File: src/design/debug_regs_defines.vh
// Bit positions, reset values and identity defaults of the debug registers
`ifndef DEBUG_REGS_DEFINES_VH
`define DEBUG_REGS_DEFINES_VH

`define REG_IDENTITY 1'b0
`define REG_STATUS 1'b1

`define ID_REV_LSB 0
`define ID_VAR_LSB 4
`define ID_ARCH_LSB 16
`define ID_CTX_LSB 20
`define ID_BRP_LSB 24
`define ID_WRP_LSB 28
`define ID_ARCH_CODE 4'h1

`define ST_HALTED 0
`define ST_RESTARTED 1
`define ST_CAUSE_LSB 2
`define ST_PABORT 6
`define ST_IABORT 7
`define ST_DEBUG_ACK_OUTPUT 10
`define ST_INTDIS 11
`define ST_USERDIS 12
`define ST_EXECEN 13
`define ST_HALTSEL 14
`define ST_MONEN 15
`define ST_OUT_FULL 29
`define ST_IN_FULL 30

`define CTRL_RESET 1'b0
`define CAUSE_RESET 4'h0
`define DATA_RESET 32'h0000_0000

`endif

File: src/design/transfer_word.v
// One 32-bit transfer word of the comms channel with a full flag
`timescale 1ns/10ps
module transfer_word #(
    parameter WIDTH = 32
) (
    input wire mclk,
    input wire rst,
    input wire wr_en,
    input wire [WIDTH-1:0] wr_data,
    input wire rd_en,
    output reg [WIDTH-1:0] rd_data,
    output reg full
);
    // Word storage and read data register
    always @(posedge mclk or posedge rst) begin
        if (rst) begin
            rd_data <= {WIDTH{1'b0}};
        end else if (wr_en) begin
            rd_data <= wr_data;
        end
    end

    // Full flag, a write wins over a read in the same cycle
    always @(posedge mclk or posedge rst) begin
        if (rst) begin
            full <= 1'b0;
        end else if (wr_en) begin
            full <= 1'b1;
        end else if (rd_en) begin
            full <= 1'b0;
        end
    end
endmodule

File: src/design/sync3.v
// Three-stage synchroniser plus an output flip-flop for a level from outside the clock domain
`timescale 1ns/10ps
module sync3 (
    input wire mclk,
    input wire rst,
    input wire din,
    output reg dout
);
    reg s1_q;
    reg s2_q;
    reg s3_q;

    // Shift chain, output changes once stages two and three agree
    always @(posedge mclk or posedge rst) begin
        if (rst) begin
            s1_q <= 1'b0;
            s2_q <= 1'b0;
            s3_q <= 1'b0;
            dout <= 1'b0;
        end else begin
            s1_q <= din;
            s2_q <= s1_q;
            s3_q <= s2_q;
            if (s2_q == s3_q) begin
                dout <= s3_q;
            end
        end
    end
endmodule

File: src/design/debug_id_status_registers.v
// Debug identity and status/control registers with core and debugger views
`timescale 1ns/10ps
`include "debug_regs_defines.vh"
module debug_id_status_registers #(
    parameter [3:0] REVISION = 4'h0,
    parameter [3:0] VARIANT = 4'h0,
    parameter [3:0] CTX_PAIRS_M1 = 4'h0,
    parameter [3:0] BRP_PAIRS_M1 = 4'h2,
    parameter [3:0] WRP_PAIRS_M1 = 4'h0,
    parameter HAS_EXEC = 1
) (
    input wire mclk,
    input wire rst,
    input wire core_sel,
    input wire core_rd,
    input wire core_wr,
    input wire [31:0] core_wdata,
    output reg [31:0] core_rdata,
    input wire core_dtr_rd,
    input wire core_dtr_wr,
    input wire [31:0] core_dtr_wdata,
    output wire [31:0] core_dtr_rdata,
    input wire ext_sel,
    input wire ext_rd,
    input wire ext_wr,
    input wire [31:0] ext_wdata,
    output reg [31:0] ext_rdata,
    input wire ext_dtr_rd,
    input wire ext_dtr_wr,
    input wire [31:0] ext_dtr_wdata,
    output wire [31:0] ext_dtr_rdata,
    input wire debug_state,
    input wire exit_request,
    input wire entry_valid,
    input wire [3:0] entry_cause,
    input wire precise_abort,
    input wire imprecise_abort,
    input wire dbgen,
    output wire debug_ack_output,
    output wire irq_inhibit,
    output wire user_access_disable,
    output wire exec_enable,
    output wire [1:0] debug_mode
);
    reg [3:0] cause_q;
    reg pabort_q;
    reg iabort_q;
    reg debug_ack_output_q;
    reg intdis_q;
    reg userdis_q;
    reg execen_q;
    reg haltsel_q;
    reg monen_q;
    reg restarted_q;
    reg halted_prev_q;
    wire dbgen_s;
    wire out_full;
    wire in_full;
    wire [31:0] id_word;
    wire [31:0] status_word;
    wire core_st_rd;
    wire core_st_wr;
    wire ext_st_rd;
    wire ext_st_wr;

    // Debug enable pin passes the synchroniser
    sync3 u_dbgen_sync (
        .mclk(mclk),
        .rst(rst),
        .din(dbgen),
        .dout(dbgen_s)
    );

    // Outbound word: core writes, debugger reads
    transfer_word #(.WIDTH(32)) u_outbound (
        .mclk(mclk),
        .rst(rst),
        .wr_en(core_dtr_wr),
        .wr_data(core_dtr_wdata),
        .rd_en(ext_dtr_rd),
        .rd_data(ext_dtr_rdata),
        .full(out_full)
    );

    // Inbound word: debugger writes when empty, core reads
    transfer_word #(.WIDTH(32)) u_inbound (
        .mclk(mclk),
        .rst(rst),
        .wr_en(ext_dtr_wr & ~in_full),
        .wr_data(ext_dtr_wdata),
        .rd_en(core_dtr_rd),
        .rd_data(core_dtr_rdata),
        .full(in_full)
    );

    // Register select decode for each view
    assign core_st_rd = core_rd & (core_sel == `REG_STATUS);
    assign core_st_wr = core_wr & (core_sel == `REG_STATUS);
    assign ext_st_rd = ext_rd & (ext_sel == `REG_STATUS);
    assign ext_st_wr = ext_wr & (ext_sel == `REG_STATUS);

    // Identity word; reserved bits 15:8 read zero
    assign id_word = {WRP_PAIRS_M1,
                      BRP_PAIRS_M1,
                      CTX_PAIRS_M1,
                      `ID_ARCH_CODE,
                      8'h00,
                      VARIANT,
                      REVISION};

    // Status word; mode bits masked while debug enable is low
    assign status_word = {1'b0,
                          in_full,
                          out_full,
                          13'h0000,
                          monen_q & dbgen_s,
                          haltsel_q & dbgen_s,
                          execen_q,
                          userdis_q,
                          intdis_q,
                          debug_ack_output_q,
                          2'h0,
                          iabort_q,
                          pabort_q,
                          cause_q,
                          restarted_q,
                          debug_state};

    // Entry cause, set by debug entry or by core write
    always @(posedge mclk or posedge rst) begin
        if (rst) begin
            cause_q <= `CAUSE_RESET;
        end else if (entry_valid) begin
            cause_q <= entry_cause;
        end else if (core_st_wr) begin
            cause_q <= core_wdata[`ST_CAUSE_LSB+3:`ST_CAUSE_LSB];
        end
    end

    // Sticky aborts; a new abort wins over the clearing read
    always @(posedge mclk or posedge rst) begin
        if (rst) begin
            pabort_q <= `CTRL_RESET;
            iabort_q <= `CTRL_RESET;
        end else begin
            if (precise_abort) begin
                pabort_q <= 1'b1;
            end else if (ext_st_rd) begin
                pabort_q <= 1'b0;
            end
            if (imprecise_abort) begin
                iabort_q <= 1'b1;
            end else if (ext_st_rd) begin
                iabort_q <= 1'b0;
            end
        end
    end

    // Debugger-owned controls; core writes ignored
    always @(posedge mclk or posedge rst) begin
        if (rst) begin
            debug_ack_output_q <= `CTRL_RESET;
            intdis_q <= `CTRL_RESET;
            execen_q <= `CTRL_RESET;
            haltsel_q <= `CTRL_RESET;
        end else if (ext_st_wr) begin
            debug_ack_output_q <= ext_wdata[`ST_DEBUG_ACK_OUTPUT];
            intdis_q <= ext_wdata[`ST_INTDIS];
            execen_q <= (HAS_EXEC != 0) & ext_wdata[`ST_EXECEN];
            haltsel_q <= ext_wdata[`ST_HALTSEL];
        end
    end

    // Core-owned controls; debugger writes ignored
    always @(posedge mclk or posedge rst) begin
        if (rst) begin
            userdis_q <= `CTRL_RESET;
            monen_q <= `CTRL_RESET;
        end else if (core_st_wr) begin
            userdis_q <= core_wdata[`ST_USERDIS];
            monen_q <= core_wdata[`ST_MONEN];
        end
    end

    // Restart tracking: cleared on exit request, set once debug state falls
    always @(posedge mclk or posedge rst) begin
        if (rst) begin
            restarted_q <= 1'b1;
            halted_prev_q <= 1'b0;
        end else begin
            halted_prev_q <= debug_state;
            if (halted_prev_q & ~debug_state) begin
                restarted_q <= 1'b1;
            end else if (exit_request & debug_state) begin
                restarted_q <= 1'b0;
            end
        end
    end

    // Registered read data for both views; reserved fields read zero
    always @(posedge mclk or posedge rst) begin
        if (rst) begin
            core_rdata <= `DATA_RESET;
            ext_rdata <= `DATA_RESET;
        end else begin
            if (core_rd) begin
                core_rdata <= (core_sel == `REG_STATUS) ? status_word : id_word;
            end
            if (ext_rd) begin
                ext_rdata <= (ext_sel == `REG_STATUS) ? status_word : id_word;
            end
        end
    end

    // Control outputs
    assign debug_ack_output = debug_ack_output_q | debug_state;
    assign irq_inhibit = intdis_q;
    assign user_access_disable = userdis_q;
    assign exec_enable = execen_q;
    assign debug_mode = {monen_q & dbgen_s, haltsel_q & dbgen_s};
endmodule

File: config.mk
export PLATFORM = sky130hd
export DESIGN_NAME = debug_id_status_registers
export DESIGN_NICKNAME = d
export VERILOG_FILES = /design/src/design/transfer_word.v /design/src/design/sync3.v /design/src/design/debug_id_status_registers.v
export VERILOG_INCLUDE_DIRS = /design/src /design/src/design
export SDC_FILE = /design/constraint.sdc
export NUM_CORES = 1
export LEC_CHECK = 0
export ABC_AREA = 0
export BUFFER_PORTS_ARGS = -buffer_cell sky130_fd_sc_hd__buf_2
export CORE_MARGIN = 10
export CORE_UTILIZATION = 30
export DETAILED_ROUTE_END_ITERATION = 6
export GPL_ROUTABILITY_DRIVEN = 0
export PLACE_DENSITY = 0.62
export SYNTH_ARGS = -nofsm -noshare
export SYNTH_HDL_FRONTEND = slang
export SYNTH_HIERARCHICAL = 1
export SYNTH_SLANG_ARGS = --single-unit
File: constraint.sdc
create_clock -name mclk -period 2.1 [get_ports mclk]
set_input_delay 0.105 -clock mclk [delete_from_list [all_inputs] [get_ports mclk]]
set_output_delay 0.105 -clock mclk [all_outputs]
set_load 0.01 [all_outputs]
==> flow_metrics.py <==
metrics = {
    "global_route": {
        "antenna_found_initial": 0,
        "grt_pass1_wl_mm": 22.8,
        "overflow": 0,
        "grt_max_degree": 34,
        "grt.total_usage_pct": 13.0,
        "grt_pass1_vias": 4290,
    },
    "routing": {
        "firstDrtPassIters": 4,
        "drc_errors": 0,
        "drt-total-wl_mm": 14.3,
        "vias": 3605,
        "wl_per_cell_um": 16.3,
        "drtIter0Drc": 109,
        "ant_nets": 0,
        "viasPerCell": 4.12,
    },
    "clocking": {
        "cts_sinks": 118,
        "cts_resized": 0,
        "post-cts-setup-buffers": 0,
        "clock_path_buffers": 2,
        "cts_root_buf": "clkbuf_16",
        "path_clk_slew_ns": 0.05,
        "cts_buffers": 17,
        "htreeDepth": 4,
        "insertion_delay_ns": 0.40,
        "cts_tree": "yes",
    },
    "worst_setup_path": {
        "cp-start-kind": "register",
        "cp-end-kind": "output port",
        "worst_r2r_endpoint": "u_inbound/rd_data[11]",
        "r2r-start": "u_inbound/full",
        "crit_arrival_ns": 1.26,
        "crit_required_ns": 2.00,
        "path_max_fanout": 4,
        "rrSetupSlack_ns": 0.76,
        "r2r_cells": 3,
        "path_class": "reg -> out",
    },
    "yosys": {
        "ys_seq_area_share_pct": 58.8,
        "synth.avg_cell_area_sq_um": 14.4,
        "synth_area_sq_um": 5020,
        "ys_types": 27,
        "synth_cells": 349,
        "ys_seq_elements": 118,
        "yosys_warnings": 6,
    },
    "timing": {
        "max_freq_ghz": 0.734,
        "slew_headroom_pct": 61.9,
        "finClkSkew_ns": 0.00410,
        "min_period_ns": 1.36,
        "worstMarginPinSlew_ns": 0.571,
        "final.setup.tns_ns": 0,
        "rsz0062_at_grt": "no",
        "min_period_over_period_pct": 64.8,
        "finalSetupViolations": 0,
        "final_max_slew_viol_count": 0,
        "finalHoldViolations": 0,
    },
    "place": {
        "portBuffers": 201,
        "dp_hpwl_mm": 10.3,
        "place_area_sq_um": 6050,
    },
    "floorplan": {
        "die_h_um": 149,
        "core.rowCount": 47,
        "ios": 284,
        "start_util_pct": 30.4,
        "dieArea_sq_um": 22300,
        "core_sq_um": 16500,
        "die_w_um": 149,
    },
    "final_layout": {
        "register_area_sq_um": 2950,
        "drive_gt1_share_pct": 48.2,
        "syn2layout_area_growth_pct": 49.4,
        "nFillCells": 1492,
        "multiInputGateArea_sq_um": 1620,
        "final_core_util_pct": 45.4,
        "final_cell_area_sq_um": 7510,
        "nets": 792,
    },
    "outcome": {
        "outcome": "finished clean",
    },
    "power_and_ir_drop": {
        "fin_total_pwr_mw": 6.91,
        "leakage_nw": 3.82,
        "powerDensity_nw_per_um2": 921,
        "ir_drop_v": 0.000499,
    },
    "worst_hold_path": {
        "hold_path_end": "ext_rdata[2]",
        "holdPathStages": 3,
        "hp-class": "in -> reg",
        "min_from": "ext_sel",
    },
    "run": {
        "maxCapViolCount": 0,
    },
}
[worst max-delay path: stages, from the launching register on]
cell     delay [ns]
dfrtp_1        0.41
or2_2          0.30
buf_2          0.14
[power by group]
group / internal [mW] / switching (mW)
Combinational: 0.733 / 0.604
Clock: 1.81 / 0.988
Sequential: 2.59 / 0.189
[cell families (layout without fill, tap and decap cells)]
logic type                 Yosys count  after routing  synth area share, %
AOI/OAI and AO/OA                   42             42                 5.83
adders and majority gates            1              1                0.224
buffers and inverters               80            359                 11.1
DFF                                118            118                 58.8
muxes                               70             70                 20.0
other                                1             29               0.0746
and+or+nand+nor                     37             37                 3.94
[metrics by stage]
stage / cells / hold slack [ns] / setup WS, ns
4_1_cts: 875 / 0.0141 / 0.712
5_1_grt: 875 / 0.0515 / 0.686
3_5_place_dp: 756 / 0.0384 / 0.748
6_report: 876 / 0.0346 / 0.739
3_3_place_gp: 756 / 0.0345 / 0.771
2_1_floorplan: 376 / -0.129 / 0.852
[state kept, by name (all words and copies together) (netlist names), 4 cells and up]
signal / count
core_rdata: 17
ext_rdata: 17
cause_q: 4
u_inbound/rd_data: 32
u_outbound/rd_data: 32
[worst max-delay path by stage]
stage / start / to / slack (ns)
global placement: u_inbound/full / u_inbound/rd_data[9] / 0.77
detailed placement: u_inbound/full / u_inbound/rd_data[11] / 0.75
CTS: debug_ack_output_q / debug_ack_output / 0.71
finish: debug_ack_output_q / debug_ack_output / 0.74
global route: debug_ack_output_q / debug_ack_output / 0.69
floorplan: rst / cause_q[0] / 0.85
[cell usage in the layout (no fill, tap or decap), types with 3 or more instances in the layout]
cell             n
nand3_1         17
buf_2          201
mux2_4          58
a22o_1          12
clkinvlp_4       3
dfrtp_1        117
clkbuf_8         6
dlygate4sd3_1   87
o311ai_1         4
clkinv_2         3
inv_1           31
clkbuf_16       17
o21ai_0         17
nand4b_1         4
mux2_2          12
nand2_1          9
buf_4            4
a21o_1           4
conb_1          28
[cells in the mapped netlist, drive strengths merged]
library cell	n	area [sq um]
or2	1	6.26
nand4b	4	35.0
inv	33	124
o22ai	2	12.5
a22o	12	105
o21a	1	7.51
nor2	2	7.51
nand3	17	85.1
o21ai	17	85.1
dfrtp	117	2930
o2bb2ai	2	17.5
mux2	70	1010
a21o	4	30.0
and2	2	17.5
buf	47	434
o311ai	4	35.0
nand2	10	40.0
maj3	1	11.3
dfstp	1	26.3
nor2b	1	6.26
conb	1	3.75
[cell type report]
type | count | area share (%)
Antenna cell | 1 | 0.0333
Tap cell | 220 | 3.67
Clock inverter | 7 | 0.900
Clock buffer | 25 | 6.87
Timing Repair Buffer | 294 | 25.9
Multi-Input combinational cell | 178 | 21.6
Inverter | 33 | 1.65
Sequential cell | 118 | 39.4
[what timing repair did]
item / 4_1_cts / 5_1_grt
endpoints found under the hold margin: 176 / 0
hold buffers: 87 / 0
setup endpoints to repair: 0 / 0
[metal layers]
layer	wire, um	GRT usage, %	vias up
met5	0	0	-
met4	213	4.42	0
met3	1270	5.89	16
met2	7370	22.5	144
met1	5440	13.6	1732
li1	-	-	1713
Note: power is estimated with default switching activity, not from simulation.
